## config.mk

```make
export PLATFORM = sky130hd
export DESIGN_NAME = bcr_bank
export DESIGN_NICKNAME = d
export VERILOG_FILES = /design/src/bcr_pkg.sv /design/src/bcr_sync.sv /design/src/bcr_bank.sv
export SDC_FILE = /design/constraint.sdc
export NUM_CORES = 1
export LEC_CHECK = 0
export BUFFER_PORTS_ARGS = -buffer_cell sky130_fd_sc_hd__buf_2
export CORE_ASPECT_RATIO = 1.5
export CORE_MARGIN = 2
export CORE_UTILIZATION = 45
export DETAILED_ROUTE_END_ITERATION = 6
export HOLD_SLACK_MARGIN = 0.03
export PLACE_DENSITY_LB_ADDON = 0.08
export SYNTH_ARGS = -nofsm -noshare
export SYNTH_HDL_FRONTEND = slang
export SYNTH_SLANG_ARGS = --single-unit
```

## constraint.sdc

```tcl
create_clock -name clk -period 2.26 [get_ports clk]
set_clock_uncertainty 0.05 [all_clocks]
set_input_delay 0.113 -clock clk [delete_from_list [all_inputs] [get_ports clk]]
set_output_delay 0.113 -clock clk [all_outputs]
set_load 0.1 [all_outputs]
```

## src/bcr_pkg.sv

```systemverilog
// Shared constants, types and state encodings for the board control register bank
package bcr_pkg;

    // ----------------------------------------
    // Register offsets on the board control bus
    // ----------------------------------------
    localparam logic [7:0] BCR_OFS_FLASH_ROUTE = 8'h07;
    localparam logic [7:0] BCR_OFS_MISC_OUTPUT = 8'h09;
    localparam logic [7:0] BCR_OFS_SWITCH_READ = 8'h0a;
    localparam logic [7:0] BCR_OFS_AMP_DISABLE = 8'h0b;

    // ----------------------------------------
    // Reset values and implemented bit masks
    // ----------------------------------------
    localparam logic [7:0] BCR_RST_FLASH_ROUTE = 8'h00;
    localparam logic [7:0] BCR_RST_MISC_OUTPUT = 8'h00;
    localparam logic [7:0] BCR_RST_AMP_DISABLE = 8'h00;
    localparam logic [7:0] BCR_MASK_FLASH_ROUTE = 8'h03;
    localparam logic [7:0] BCR_MASK_MISC_OUTPUT = 8'hf3;
    localparam logic [7:0] BCR_MASK_SWITCH_READ = 8'h0f;

    // ----------------------------------------
    // Field positions
    // ----------------------------------------
    localparam int BCR_FLASH_SEL_LSB = 0;
    localparam int BCR_RM1_LSB = 6;
    localparam int BCR_RM0_LSB = 4;
    localparam int BCR_CLKB_BIT = 1;
    localparam int BCR_COUPLE_BIT = 0;
    localparam int BCR_SWITCH_WIDTH = 4;

    // ----------------------------------------
    // Field encodings
    // ----------------------------------------
    localparam logic [1:0] BCR_ROUTE_BOOTPIN = 2'h0;
    localparam logic [1:0] BCR_ROUTE_FLASH0 = 2'h1;
    localparam logic [1:0] BCR_ROUTE_FLASH1 = 2'h2;
    localparam logic [1:0] BCR_ROUTE_NONE = 2'h3;
    localparam logic [1:0] BCR_RM_TRISTATE = 2'h0;
    localparam logic [1:0] BCR_RM_DRIVE_LOW = 2'h2;
    localparam logic [1:0] BCR_RM_DRIVE_HIGH = 2'h3;

    // ----------------------------------------
    // Register layouts
    // ----------------------------------------
    typedef struct packed {
        logic [1:0] rearOff1;
        logic [1:0] rearOff0;
        logic [1:0] reserved;
        logic bpClockBDrvEn;
        logic cfgBusCouple;
    } bcr_misc_type;

    typedef struct packed {
        logic ampGroupDExtraOff;
        logic ampGroupDOff;
        logic ampGroupCExtraOff;
        logic ampGroupCOff;
        logic ampGroupBExtraOff;
        logic ampGroupBOff;
        logic ampGroupAExtraOff;
        logic ampGroupAOff;
    } bcr_amp_type;

    typedef enum logic [3:0] {
        BCR_IDLE, BCR_ADDR, BCR_ADDR_ACK, BCR_PTR, BCR_PTR_ACK,
        BCR_WDATA, BCR_WDATA_ACK, BCR_RDATA, BCR_RDATA_ACK
    } bcr_state_type;

endpackage

```

## src/bcr_sync.sv

```systemverilog
// Two-stage synchroniser for pin-level inputs
`timescale 1ns/10ps
module bcr_sync #(
    parameter int WIDTH = 1,
    parameter logic [WIDTH-1:0] RESET_VALUE = '0
) (
    input wire logic clk,
    input wire logic nrst,
    input wire logic [WIDTH-1:0] asyncIn,
    output logic [WIDTH-1:0] syncOut
);
    logic [WIDTH-1:0] stage1_q;

    // First stage feeds only the second stage
    // Reset to each pin's idle level, so releasing reset shows no false edge
    always_ff @(posedge clk or negedge nrst) begin
        if (!nrst) begin
            stage1_q <= RESET_VALUE;
            syncOut <= RESET_VALUE;
        end else begin
            stage1_q <= asyncIn;
            syncOut <= stage1_q;
        end
    end
endmodule

```

## src/bcr_bank.sv

```systemverilog
// Board control register bank behind an I2C slave on the board control bus
// Notes on behaviour
// - Two-bit flash route: boot pins, flash zero, flash one, or both disconnected.
// - Flash route field is read/write and resets to boot-pin routing.
// - Misc bits 7:6 drive rear-module turn-off one: tristate, low, high; reset tristate.
// - Misc bits 5:4 drive rear-module turn-off zero, same coding, reset tristate.
// - Misc bit 1 enables backplane clock B driver; read/write, resets to zero.
// - Misc bit 0 couples the FPGA onto the configuration bus; read/write.
// - Coupling bit resets to zero so the FPGA starts decoupled.
// - Switch register low nibble reads current switches, read-only, one means disabled.
// - Amp bit 0 disables paths 0-3, 5-7; bit 1 disables path 4.
// - Amp bit 2 disables paths 8, 9, 11-15; bit 3 disables path 10.
// - Amp bit 4 disables paths 17-21, 23; bit 5 disables paths 16, 22.
// - Amp bit 6 disables paths 24-27, 29-31; bit 7 disables path 28.
// - All amp disable bits are read/write and reset to zero.
// - Amp settings reach outputs only while a compatible rear module is signalled.
`timescale 1ns/10ps
module bcr_bank
    import bcr_pkg::*;
#(
    parameter logic [6:0] I2C_ADDR = 7'h2a
) (
    input wire logic clk,
    input wire logic nrst,
    input wire logic sclIn,
    input wire logic sdaIn,
    output logic sdaOut,
    output logic sdaOeN,
    input wire logic [3:0] boardSwitchState,
    input wire logic fpgaBootSelectPins,
    input wire logic rearModuleCompat,
    output logic [1:0] flashRouteSel,
    output logic [1:0] flashLinkEn,
    output logic [1:0] rearModuleOffOut,
    output logic [1:0] rearModuleOffOeN,
    output logic bpClockBDrvEn,
    output logic cfgBusCouple,
    output logic [31:0] ampPathOff
);

    // ----------------------------------------
    // Input synchronisation
    // ----------------------------------------
    logic [7:0] syncBus;
    logic sclS;
    logic sdaS;
    logic [3:0] switchS;
    logic bootS;
    logic compatS;
    logic sclPrev_q;
    logic sdaPrev_q;

    bcr_sync #(.WIDTH(8), .RESET_VALUE({2'b11, 6'h00})) uSync (
        .clk(clk),
        .nrst(nrst),
        .asyncIn({sclIn, sdaIn, boardSwitchState, fpgaBootSelectPins, rearModuleCompat}),
        .syncOut(syncBus)
    );

    assign sclS = syncBus[7];
    assign sdaS = syncBus[6];
    assign switchS = syncBus[5:2];
    assign bootS = syncBus[1];
    assign compatS = syncBus[0];

    // Idle bus is high, so reset the history high to avoid a false start
    always_ff @(posedge clk or negedge nrst) begin
        if (!nrst) begin
            sclPrev_q <= 1'b1;
            sdaPrev_q <= 1'b1;
        end else begin
            sclPrev_q <= sclS;
            sdaPrev_q <= sdaS;
        end
    end

    wire sclRise = sclS && !sclPrev_q;
    wire sclFall = !sclS && sclPrev_q;
    wire startSeen = sclS && sclPrev_q && sdaPrev_q && !sdaS;
    wire stopSeen = sclS && sclPrev_q && !sdaPrev_q && sdaS;

    // ----------------------------------------
    // Helper functions
    // ----------------------------------------
    function automatic logic [1:0] rearCode(input logic [1:0] code);
        // Returns {drive enable, level}; the reserved code is kept off the pin
        unique case (code)
            BCR_RM_DRIVE_LOW: rearCode = 2'h2;
            BCR_RM_DRIVE_HIGH: rearCode = 2'h3;
            default: rearCode = 2'h0;
        endcase
    endfunction

    function automatic logic [31:0] pathMap(input bcr_amp_type grp);
        logic [31:0] res;
        logic [7:0] g;
        logic extra;
        res = '0;
        g = grp;
        for (int i = 0; i < 32; i++) begin
            extra = (i == 4) || (i == 10) || (i == 16) || (i == 22) || (i == 28);
            res[i] = extra ? g[2 * (i / 8) + 1] : g[2 * (i / 8)];
        end
        pathMap = res;
    endfunction

    // ----------------------------------------
    // I2C slave state
    // ----------------------------------------
    bcr_state_type state_q;
    logic [3:0] bitCnt_q;
    logic [7:0] shift_q;
    logic [7:0] tx_q;
    logic [7:0] ptr_q;
    logic rw_q;
    logic nack_q;
    logic [1:0] flashRoute_q;
    bcr_misc_type misc_q;
    bcr_amp_type amp_q;

    wire byteDone = sclFall && (bitCnt_q == 4'h8);
    wire addrMatch = shift_q[7:1] == I2C_ADDR;
    wire wrEn = byteDone && (state_q == BCR_WDATA);
    wire rdLoad = sclFall && ((state_q == BCR_ADDR_ACK && rw_q)
        || (state_q == BCR_RDATA_ACK && !nack_q));
    wire wrFlash = wrEn && (ptr_q == BCR_OFS_FLASH_ROUTE);
    wire wrMisc = wrEn && (ptr_q == BCR_OFS_MISC_OUTPUT);
    wire wrAmp = wrEn && (ptr_q == BCR_OFS_AMP_DISABLE);
    wire ptrMapped = (ptr_q == BCR_OFS_FLASH_ROUTE) || (ptr_q == BCR_OFS_MISC_OUTPUT)
        || (ptr_q == BCR_OFS_SWITCH_READ) || (ptr_q == BCR_OFS_AMP_DISABLE);

    // Unmapped offsets read as zero; reserved bits are never stored
    wire [7:0] rdFlash = {6'h00, flashRoute_q} & BCR_MASK_FLASH_ROUTE;
    wire [7:0] rdMisc = misc_q & BCR_MASK_MISC_OUTPUT;
    wire [7:0] rdSwitch = {4'h0, switchS} & BCR_MASK_SWITCH_READ;
    wire [7:0] rdByte = (ptr_q == BCR_OFS_FLASH_ROUTE) ? rdFlash :
                        (ptr_q == BCR_OFS_MISC_OUTPUT) ? rdMisc :
                        (ptr_q == BCR_OFS_SWITCH_READ) ? rdSwitch :
                        (ptr_q == BCR_OFS_AMP_DISABLE) ? amp_q : 8'h00;

    // ----------------------------------------
    // Protocol engine
    // ----------------------------------------
    // Data is sampled on SCL rise and changed on SCL fall, so the
    // synchroniser delay stays well inside the low phase of the clock.
    always_ff @(posedge clk or negedge nrst) begin
        if (!nrst) begin
            state_q <= BCR_IDLE;
            bitCnt_q <= 4'h0;
            shift_q <= 8'h00;
            tx_q <= 8'h00;
            ptr_q <= 8'h00;
            rw_q <= 1'b0;
            nack_q <= 1'b0;
            sdaOeN <= 1'b1;
        end else if (startSeen) begin
            state_q <= BCR_ADDR;
            bitCnt_q <= 4'h0;
            sdaOeN <= 1'b1;
        end else if (stopSeen) begin
            state_q <= BCR_IDLE;
            sdaOeN <= 1'b1;
        end else if (sclRise) begin
            shift_q <= {shift_q[6:0], sdaS};
            bitCnt_q <= bitCnt_q + 4'h1;
            if (state_q == BCR_RDATA_ACK) begin
                nack_q <= sdaS;
            end
        end else if (sclFall) begin
            unique case (state_q)
                BCR_IDLE: begin
                    sdaOeN <= 1'b1;
                end
                BCR_ADDR: begin
                    if (byteDone) begin
                        state_q <= addrMatch ? BCR_ADDR_ACK : BCR_IDLE;
                        rw_q <= shift_q[0];
                        sdaOeN <= !addrMatch;
                    end
                end
                BCR_ADDR_ACK: begin
                    bitCnt_q <= 4'h0;
                    if (rw_q) begin
                        state_q <= BCR_RDATA;
                        tx_q <= rdByte;
                        sdaOeN <= rdByte[7];
                    end else begin
                        state_q <= BCR_PTR;
                        sdaOeN <= 1'b1;
                    end
                end
                BCR_PTR: begin
                    if (byteDone) begin
                        state_q <= BCR_PTR_ACK;
                        ptr_q <= shift_q;
                        sdaOeN <= 1'b0;
                    end
                end
                BCR_PTR_ACK, BCR_WDATA_ACK: begin
                    state_q <= BCR_WDATA;
                    bitCnt_q <= 4'h0;
                    sdaOeN <= 1'b1;
                end
                BCR_WDATA: begin
                    if (byteDone) begin
                        state_q <= BCR_WDATA_ACK;
                        sdaOeN <= 1'b0;
                    end
                end
                BCR_RDATA: begin
                    if (byteDone) begin
                        state_q <= BCR_RDATA_ACK;
                        sdaOeN <= 1'b1;
                    end else begin
                        tx_q <= {tx_q[6:0], 1'b0};
                        sdaOeN <= tx_q[6];
                    end
                end
                BCR_RDATA_ACK: begin
                    bitCnt_q <= 4'h0;
                    if (nack_q) begin
                        state_q <= BCR_IDLE;
                        sdaOeN <= 1'b1;
                    end else begin
                        state_q <= BCR_RDATA;
                        tx_q <= rdByte;
                        sdaOeN <= rdByte[7];
                    end
                end
            endcase
        end
    end

    // ----------------------------------------
    // Register storage
    // ----------------------------------------
    // Writes keep only the writable bits, so reserved bits stay zero
    always_ff @(posedge clk or negedge nrst) begin
        if (!nrst) begin
            flashRoute_q <= BCR_RST_FLASH_ROUTE[1:0];
            misc_q <= BCR_RST_MISC_OUTPUT;
            amp_q <= BCR_RST_AMP_DISABLE;
        end else begin
            if (wrFlash) begin
                flashRoute_q <= shift_q[BCR_FLASH_SEL_LSB +: 2];
            end
            if (wrMisc) begin
                misc_q <= shift_q & BCR_MASK_MISC_OUTPUT;
            end
            if (wrAmp) begin
                amp_q <= shift_q;
            end
        end
    end

    // ----------------------------------------
    // Output registers
    // ----------------------------------------
    wire [1:0] rear1 = rearCode(misc_q.rearOff1);
    wire [1:0] rear0 = rearCode(misc_q.rearOff0);
    wire [1:0] linkByRoute = (flashRoute_q == BCR_ROUTE_FLASH0) ? 2'h1 :
                             (flashRoute_q == BCR_ROUTE_FLASH1) ? 2'h2 :
                             (flashRoute_q == BCR_ROUTE_NONE) ? 2'h0 :
                             (bootS ? 2'h2 : 2'h1);
    // Amplifiers follow the register only with a compatible rear module
    wire [7:0] ampGated = compatS ? amp_q : 8'h00;

    always_ff @(posedge clk or negedge nrst) begin
        if (!nrst) begin
            sdaOut <= 1'b0;
            flashRouteSel <= BCR_ROUTE_BOOTPIN;
            flashLinkEn <= 2'h0;
            rearModuleOffOut <= 2'h0;
            rearModuleOffOeN <= 2'h3;
            bpClockBDrvEn <= 1'b0;
            cfgBusCouple <= 1'b0;
            ampPathOff <= '0;
        end else begin
            sdaOut <= 1'b0;
            flashRouteSel <= flashRoute_q;
            flashLinkEn <= linkByRoute;
            rearModuleOffOut <= {rear1[0], rear0[0]};
            rearModuleOffOeN <= {!rear1[1], !rear0[1]};
            bpClockBDrvEn <= misc_q.bpClockBDrvEn;
            cfgBusCouple <= misc_q.cfgBusCouple;
            ampPathOff <= pathMap(bcr_amp_type'(ampGated));
        end
    end
endmodule

```

==> run_results.csv, run 1 <==
group,metric,value,unit
run_status,status,"complete, no violations",
placement,place_congestion,0.9150,
power,ir_drop,705.6,uV
worst_setup_path,cp_slowest_cell,"dfstp_2",
worst_setup_path,reg2regPathDepth,7,
worst_setup_path,cp_cell_sequence,"inv_1, ha_1, nor2b_1, a221oi_2, o311ai_2, or4b_1, nand2_1",
finish,drive_gt1_share,33.25,%
finish,n_antenna_cell,0,
floorplan,die_y,118.8,microns
yosys,ys_ff_latch,86,
timing,period_needed,2.192,ns
routing,vias,2567,
timing,worstMarginPinSlew,0.5519,ns
min_path,hold_class,"in -> async",
worst_setup_path,critical_path_class,"reg -> reg",
routing,routed_via_density,5.124,
worst_setup_path,cp-end-kind,"flop",
floorplan,die_x,80.52,microns
floorplan,dieArea,9564,sq um
grt,grt_pass1_wl,13780,microns
finish,final_cell_mix,"dfrtp_1, buf_2, buf_4, nand2_1, mux2_1",
grt,grt_antenna_before_repair,0,
finish,final_util,55.64,%
yosys,synthArstFlopShare,100.0,%
grt,track_usage,19.35,%
yosys,synth_edf_count,0,
timing,final_max_slew_viol_count,0,
worst_setup_path,cp.required,2.48,ns
yosys,seq_area_frac_synth,54.73,%
yosys,synth_nets,344,
finish,final_common_cell,"dfrtp_1",
power,switchingPower,968.0,uW
clocking,cts_sinks,86,
placement,place_area,4307,sq um
routing,firstDrtPassIters,4,
finish,n_fill_cell,754,
yosys,synth_cell_types,62,
power,switching_share,26.70,%
clocking,cts_max_level,3,
finish,finalInstanceArea,4710,sq um
timing,setup_viol,0,
power,clockPowerShare,36.5,%
clocking,clk_latency,0.33,ns
routing,drtIter0Drc,65,
yosys,yosysWarnings,0,
grt,first_global_vias,2663,
finish,fin_nets,405,
worst_setup_path,crit-reg2reg-capture,"bitCnt_q[2]",
worst_setup_path,critPathMaxStageDelay,0.56,ns
yosys,avgSynthCellArea,12.05,sq um
placement,dp_hpwl,6132,microns
timing,fin_crit_sh,96.97,%
routing,wl,8387,microns
routing,route.detailed.drc,0,
yosys,syn_inst,328,
worst_setup_path,r2r_setup_slack,0.07,ns
clocking,root_buffer,"clkbuf_16",
placement,portBuffers,52,
floorplan,std_cell_rows,41,
power,power_frac_comb,14.1,%
worst_setup_path,cp_top_family,"simple AND/OR/NAND/NOR gates",
yosys,ys.flop_type,"dfrtp_1",
clocking,cts_buffer_depth,2,
clocking,cts.clk_slew.worst_paths,0.06,ns
clocking,cts_tree,"built",
timing,fmax,456.3,MHz
timing,rsz0062_at_grt,"true",
power,pwr-share-seq,49.4,%
finish,syn_to_final_growth,19.15,%
timing,hold_violations,0,
floorplan,start_util,46.70,%
timing,max_slew_margin,63.21,%
power,pwr_density_cell,769.8,nW/um^2
worst_setup_path,path_depth,7,
routing,wl_per_cell,16.74,microns
yosys,netlist_area,3953,sq um
floorplan,io_pins,54,
worst_setup_path,crit_fanout,4,
grt,overflow,0,
power,p_leak,0.002334,uW
job,cap_violations,0,
clocking,cts-buffers-inserted,9,
grt,grt_max_degree,43,
worst_setup_path,critical_path_buf_inv_count,1,
worst_setup_path,crit_path_start_kind,"flop",
worst_setup_path,r2r_start,"uSync.syncOut[7]",
floorplan,core-area,8464,sq um
power,intPower,2657,uW
worst_setup_path,cp.arrival,2.41,ns
routing,postRouteAntennaNets,0,
==> area by class of cell <==
| type | instances | area [sq um] | share of cell area [%] |
|---|---|---|---|
| clock inverter | 4 | 23.77 | 0.5048 |
| tap | 107 | 133.9 | 2.843 |
| sequential | 86 | 2163 | 45.94 |
| inverter | 17 | 63.81 | 1.355 |
| multi-input combinational | 190 | 1533 | 32.55 |
| timing repair buffer | 85 | 545.5 | 11.58 |
| clock buffer | 12 | 246.5 | 5.234 |
==> cells in the mapped netlist, types with 2 or more instances <==
master | number | area share (%)
mux2_1 | 22 | 6.3
a21oi_1 | 6 | 0.76
ha_1 | 6 | 1.9
nor2b_1 | 8 | 1.3
xnor2_1 | 2 | 0.44
o31ai_1 | 3 | 0.57
o21ai_0 | 10 | 1.3
dfrtp_1 | 77 | 49
a31oi_1 | 3 | 0.47
nand2b_1 | 3 | 0.47
nand3b_1 | 2 | 0.38
and2_1 | 10 | 1.6
buf_4 | 25 | 4.7
nor3_1 | 4 | 0.51
nand3_1 | 4 | 0.51
nor2_1 | 7 | 0.66
inv_1 | 17 | 1.6
buf_1 | 3 | 0.28
a22oi_1 | 2 | 0.38
mux2i_1 | 11 | 2.8
buf_2 | 2 | 0.25
and3_1 | 2 | 0.32
or4_1 | 3 | 0.57
clkbuf_1 | 5 | 0.47
dfstp_2 | 9 | 6.0
and4b_1 | 2 | 0.51
mux2_2 | 19 | 5.4
nand2_1 | 22 | 2.1
o211ai_1 | 5 | 0.95
and3b_1 | 2 | 0.44
==> per-layer routing <==
metal / vias up / share of wire [%] / GRT usage [%] / wire length [microns]
met5: - / 0 / 0 / 0
met4: 0 / 3.4 / 9.428 / 285
met1: 1253 / 39 / 22.63 / 3268
met3: 19 / 2.9 / 4.504 / 246
met2: 43 / 55 / 32.71 / 4585
li1: 1252 / - / - / -
==> power groups by stage <==
stage / registers (uW) / logic (uW) / clock network, uW
after floorplan: 1830 / 265 / 0
after global placement: 1820 / 477 / 0
after detailed placement: 1820 / 485 / 0
after CTS: 1790 / 499 / 1360
after global routing: 1810 / 572 / 1440
final: 1790 / 512 / 1320
==> repair_timing <==
item,4_1_cts,5_1_grt
endpoints found under the hold margin,44,0
setup endpoints to repair,0,21
hold buffers,9,0
buffers inserted,0,1
resized for setup,0,7
==> per-stage QoR <==
stage / cells / hold slack (ns) / total power (uW) / setup TNS, ns / setup WS, ns
finish: 501 / 0.2577 / 3625 / 0 / 0.06837
global route: 501 / 0.3042 / 3817 / -0.04357 / -0.03918
CTS: 500 / 0.2744 / 3655 / 0 / 0.007307
detailed placement: 475 / 0.08303 / 2306 / 0 / 0.01857
global placement: 475 / 0.07483 / 2295 / 0 / 0.04928
floorplan: 328 / -0.2326 / 2094 / 0 / 0.04998
==> logic make-up after synthesis <==
family	share of synthesized area, %
muxes	14.47
adders and majority gates	1.899
buffers and inverters	7.376
DFF	54.73
xor gates and xnor gates	0.6649
other	0.09488
and+or+nand+nor	12.88
AOI/OAI and AO/OA	7.883
==> registers in the layout, summed over array words and instances (netlist names), 2 cells and up <==
signal,cells
flashLinkEn,2
uSync.syncOut,8
tx_q,7
flashRoute_q,2
state_q,4
flashRouteSel,2
ptr_q,8
ampPathOff,8
rearModuleOffOut,2
uSync.stage1_q,8
bitCnt_q,4
misc_q,6
amp_q,8
shift_q,8
rearModuleOffOeN,2
==> how the worst max path moves through the flow <==
stage                     startpoint     endpoint
floorplan                  sclPrev_q    misc_q[1]
global placement    uSync.syncOut[7]  bitCnt_q[3]
detailed placement  uSync.syncOut[7]  bitCnt_q[3]
CTS                 uSync.syncOut[7]  bitCnt_q[3]
global route        uSync.syncOut[7]  bitCnt_q[2]
finish              uSync.syncOut[7]  bitCnt_q[2]
(Power assumes the default switching activity.)
==> inputs of run 2 (changes only) <==
Settings changed: ABC_AREA set to 1, CORE_MARGIN 2 to 10.
==> run_results.csv, run 2 <==
group,metric,value,unit
worst_setup_path,cp_top_family,"simple AND/OR/NAND/NOR gates",
yosys,yosysWarnings,0,
grt,grt_antenna_before_repair,0,
worst_setup_path,critPathMaxStageDelay,0.55,ns
yosys,synth_common_cells,"nand2_1, dfrtp_1, inv_1, nor2_1, nand3_1",
yosys,syn_inst,458,
floorplan,io_pins,54,
finish,n_antenna_cell,0,
worst_setup_path,cp.required,2.49,ns
routing,wl_per_cell,13.45,microns
yosys,seq_area_frac_synth,53.96,%
timing,setup_viol,0,
routing,firstDrtPassIters,4,
finish,multi_input_area,1386,sq um
worst_setup_path,crit-reg2reg-capture,"tx_q[1]",
grt,track_usage,13.39,%
yosys,ys.flop_type,"dfrtp_1",
floorplan,start_util,45.68,%
yosys,synth_area_leader_cell,"dfrtp_1",
yosys,synth_nets,474,
min_path,hold_class,"in -> async",
timing,fin_hold_ws,0.1514,ns
run_status,status,"complete, no violations",
yosys,avgSynthCellArea,8.753,sq um
yosys,ys_ff_latch,86,
floorplan,die_x,97.07,microns
placement,dp_hpwl,6262,microns
finish,fin_nets,522,
timing,final.setup.tns,0,ns
grt,first_global_vias,2966,
worst_setup_path,cp_slowest_cell,"dfstp_2",
finish,final_cell_mix,"nand2_1, dfrtp_1, inv_1, buf_2, nor2_1",
finish,drive_gt1_share,23.09,%
clocking,cts_hold_buf,9,
timing,period_needed,1.955,ns
worst_setup_path,r2r_setup_slack,0.31,ns
grt,overflow,0,
placement,portBuffers,52,
placement,place_congestion,0.8625,
routing,route.detailed.drc,0,
grt,grt_pass1_wl,14220,microns
floorplan,die_y,135.6,microns
finish,final_cells,621,
clocking,cts_tree,"built",
yosys,synth.most_common_cell,"nand2_1",
worst_setup_path,reg2regPathDepth,11,
finish,final_common_cell,"nand2_1",
placement,post-place-cells,596,
finish,regArea,2163,sq um
clocking,cts-buffers-inserted,9,
floorplan,dieArea,13160,sq um
routing,wl,8351,microns
yosys,synth_edf_count,0,
worst_setup_path,r2r_start,"uSync.syncOut[7]",
worst_setup_path,cp-end-kind,"flop",
clocking,cts.clk_slew.worst_paths,0.06,ns
worst_setup_path,critical_path_buf_inv_count,3,
finish,n_fill_cell,791,
worst_setup_path,crit_path_start_kind,"flop",
floorplan,core-area,8776,sq um
power,pwr_density_cell,792.6,nW/um^2
yosys,synth_top_area_share,48.06,%
routing,drtIter0Drc,142,
routing,vias,2983,
grt,grt_max_degree,41,
timing,fmax,511.6,MHz
power,p_leak,0.002487,uW
worst_setup_path,critical_path_class,"reg -> reg",
clocking,clk_latency,0.34,ns
routing,routed_via_density,4.804,
timing,rsz0062_at_grt,"false",
yosys,synth_cell_types,28,
power,totalPowerFinal,3736,uW
clocking,cts_buffer_depth,2,
yosys,synthTopCellsByArea,"dfrtp_1, nand2_1, dfstp_2",
worst_setup_path,crit_fanout,10,
yosys,synthArstFlopShare,100.0,%
routing,postRouteAntennaNets,0,
timing,fin_crit_sh,86.49,%
yosys,netlist_area,4009,sq um
clocking,cts_max_level,3,
timing,hold_violations,0,
job,cap_violations,0,
clocking,post_cts_resized,0,
clocking,cts_sinks,86,
finish,syn_to_final_growth,17.57,%
finish,final_util,53.71,%
clocking,root_buffer,"clkbuf_16",
worst_setup_path,path_common_cell,"nand2_1",
clocking,post-cts-setup-buffer-count,0,
power,ir_drop,478.1,uV
worst_setup_path,cp.arrival,2.19,ns
worst_setup_path,cp_cell_sequence,"inv_1, ha_1, nand2_1, inv_1, nand2_1, inv_1, a21oi_1, nand3_4, nor2_1, nand2_1, nand2_1",
timing,final_max_slew_viol_count,0,
floorplan,std_cell_rows,42,
## run 2: cell count changes after synthesis, sizes merged, moves of 5 or more
cell    change
and2       -10
mux2       -41
nand2     +111
nor2b       -8
nor2       +34
mux2i      -10
nand3      +33
inv        +40
o21ai      +36
o211ai      -5
## run 2: area by class of cell
cell class              count  area share [%]
flip-flops and latches     86           45.90
multi-input cells         282           29.41
repair buffers             69           9.026
clock buffers              11           5.362
inverters                  58           4.646
well taps                 110           2.920
clock inverters             5           2.734
## run 2: metal layers
metal	wire, microns	GRT usage [%]
met1	3264	14.00
met2	4212	22.99
met3	636	5.209
met4	238	6.661
met5	0	0
## run 2: report_power, final
part	internal, uW	total [uW]	switching, uW
combinational	67.1	249	182
clock	1250	1850	596
sequential	1600	1640	37.8
total	2920	3740	816
## run 2: metrics by stage
| step | cell area (sq um) | setup slack, ns |
|---|---|---|
| detailed placement | 4242 | 0.3056 |
| finish | 4713 | 0.3054 |
| global placement | 4242 | 0.3745 |
| floorplan | 4009 | 0.4813 |
| CTS | 4713 | 0.3018 |
| global route | 4713 | 0.1335 |
## run 2: kinds of logic after synthesis
| family | share of synthesized area [%] |
|---|---|
| simple gates | 24.16 |
| other cells | 0.09354 |
| buf+inv | 11.45 |
| compound gates | 7.772 |
| xor+xnor | 0.4370 |
| flops | 53.96 |
| mux | 0.2497 |
| fa+ha+maj | 1.873 |
## run 2: worst max path at each step
stage	start	end	slack [ns]	depth (start not counted)
after floorplan	uSync.syncOut[7]	tx_q[5]	0.48	10
after global placement	uSync.syncOut[7]	tx_q[5]	0.37	10
after detailed placement	uSync.syncOut[7]	tx_q[1]	0.31	11
after CTS	uSync.syncOut[7]	tx_q[1]	0.30	11
after global routing	uSync.syncOut[7]	tx_q[0]	0.13	11
final	uSync.syncOut[7]	tx_q[1]	0.31	11
==> inputs of run 3 (changes only) <==
Clock period 2.26 ns to 1.79 ns, I/O delays scaled along.
==> run_results.csv, run 3 (same netlist as run 2, synthesis figures left out) <==
group,metric,value,unit
floorplan,io_pins,54,
routing,wl_per_cell,13.51,microns
worst_setup_path,crit-reg2reg-capture,"misc_q[4]",
routing,routed_via_density,4.707,
clocking,root_buffer,"clkbuf_16",
routing,wl,8672,microns
grt,first_global_vias,3024,
worst_setup_path,reg2regPathDepth,10,
power,pwr_density_cell,867.7,nW/um^2
routing,route.detailed.drc,0,
finish,drive_gt1_share,31.77,%
timing,period_needed,1.749,ns
grt,grt_antenna_before_repair,0,
finish,final_cell_mix,"nand2_1, dfrtp_1, buf_2, inv_1, nor2_1",
power,power_frac_comb,8.5,%
worst_setup_path,r2r_start,"sclPrev_q",
floorplan,start_util,45.68,%
floorplan,die_y,135.6,microns
job,cap_violations,0,
finish,syn_to_final_growth,24.66,%
finish,final_common_cell,"nand2_1",
finish,finalInstanceArea,4997,sq um
routing,wl_met3,549,microns
grt,grt_pass1_wl,14120,microns
worst_setup_path,crit_fanout,8,
worst_setup_path,cp.required,1.97,ns
finish,n_antenna_cell,0,
worst_setup_path,r2r_setup_slack,0.04,ns
timing,fmax,571.8,MHz
grt,track_usage,13.26,%
min_path,hold_class,"in -> async",
finish,fin_nets,543,
worst_setup_path,crit_path_start_kind,"flop",
routing,top_layer_used,"met4",
routing,wl_met1,3309,microns
floorplan,core-area,8776,sq um
timing,rsz0062_at_grt,"true",
floorplan,dieArea,13160,sq um
power,switching_share,24.83,%
floorplan,die_x,97.07,microns
placement,place_congestion,0.8406,
routing,vias,3022,
timing,hold_violations,0,
placement,dp_hpwl,6388,microns
floorplan,std_cell_rows,42,
power,p_leak,0.002576,uW
power,pwr-share-seq,47.7,%
routing,postRouteAntennaNets,0,
finish,final_cells,642,
clocking,cts-buffers-inserted,9,
power,switchingPower,1077,uW
timing,fin_crit_sh,97.71,%
clocking,cts_tree,"built",
clocking,cts_sinks,86,
worst_setup_path,critical_path_class,"reg -> reg",
clocking,cts_buffer_depth,2,
power,clockPowerShare,43.8,%
clocking,cts.clk_slew.worst_paths,0.06,ns
grt,overflow,0,
worst_setup_path,cp.arrival,1.93,ns
routing,drtIter0Drc,118,
timing,final_max_slew_viol_count,0,
routing,route.met2.wl,4629,microns
placement,portBuffers,52,
placement,place_area,4422,sq um
clocking,cts_max_level,3,
routing,firstDrtPassIters,4,
grt,grt_max_degree,45,
run_status,status,"complete, no violations",
placement,post-place-cells,615,
power,ir_drop,532.3,uV
timing,setup_viol,0,
power,intPower,3259,uW
clocking,clk_latency,0.34,ns
worst_setup_path,cp-end-kind,"flop",
[run 3: cell count changes in the layout (fill, tap and decap cells not counted), moves of 5 or more]
cell	change
nand3_1	-5
nand2_1	-10
inv_2	+5
nor2_1	-5
inv_1	-5
buf_4	+14
nand2_2	+9
[run 3: how the worst max path moves through the flow]
stage	start	end	slack, ns	cells past startpoint
floorplan	uSync.syncOut[7]	tx_q[5]	0.01	10
finish	sclPrev_q	misc_q[4]	0.04	10
global placement	sclPrev_q	misc_q[6]	-0.03	10
CTS	sclPrev_q	misc_q[4]	0.02	10
detailed placement	uSync.syncOut[7]	tx_q[5]	-0.07	10
global route	uSync.syncOut[7]	tx_q[5]	-0.08	11
[run 3: cell type report]
cell class | count | area [sq um]
repair buffers | 89 | 624.3
flip-flops and latches | 86 | 2163
fillers | 787 | 3779
clock inverters | 6 | 71.32
well taps | 110 | 137.6
multi-input cells | 283 | 1541
inverters | 58 | 220.2
clock buffers | 10 | 239.0
[run 3: metrics by stage]
step	worst slack, ns	total power, uW	hold WS (ns)	utilization [%]	setup TNS (ns)
2_1_floorplan	0.01126	2289	-0.2561	-	0
3_3_place_gp	-0.03344	2434	-0.05195	50.38	-0.2331
3_5_place_dp	-0.07020	2437	-0.05349	50.38	-0.6796
4_1_cts	0.02360	4356	0.1296	55.23	0
5_1_grt	-0.08007	4519	0.1498	56.94	-1.109
6_report	0.04099	4336	0.1191	56.94	0
[run 3: worst max-delay path: stages, from the launching register on]
cell	delay, ns
dfstp_2	0.59
ha_4	0.14
nand2_1	0.05
inv_1	0.06
nand2_2	0.08
buf_4	0.15
nor2_4	0.11
nand3_2	0.12
buf_6	0.16
nand2_1	0.07
o21ai_2	0.05
[run 3: timing repair]
action | CTS | global route
cloned | 0 | 1
resized for setup | 6 | 38
hold buffers | 9 | 0
setup endpoints to repair | 17 | 38
setup buffers | 0 | 1
hold endpoints to repair | 85 | 0
pin swaps | 0 | 10
[run 3: per-layer routing]
metal  up-vias  GRT usage, %
met3        12         4.290
met5         -             0
li1       1547             -
met2        58         23.96
met1      1405         13.40
met4         0         6.579
[run 3: power by group through the flow]
stage | Sequential (uW) | Clock [uW] | Combinational, uW
4_1_cts | 2070 | 1930 | 356
3_3_place_gp | 2100 | 0 | 334
3_5_place_dp | 2100 | 0 | 336
6_report | 2070 | 1900 | 368
2_1_floorplan | 2130 | 0 | 162
5_1_grt | 2080 | 2020 | 420
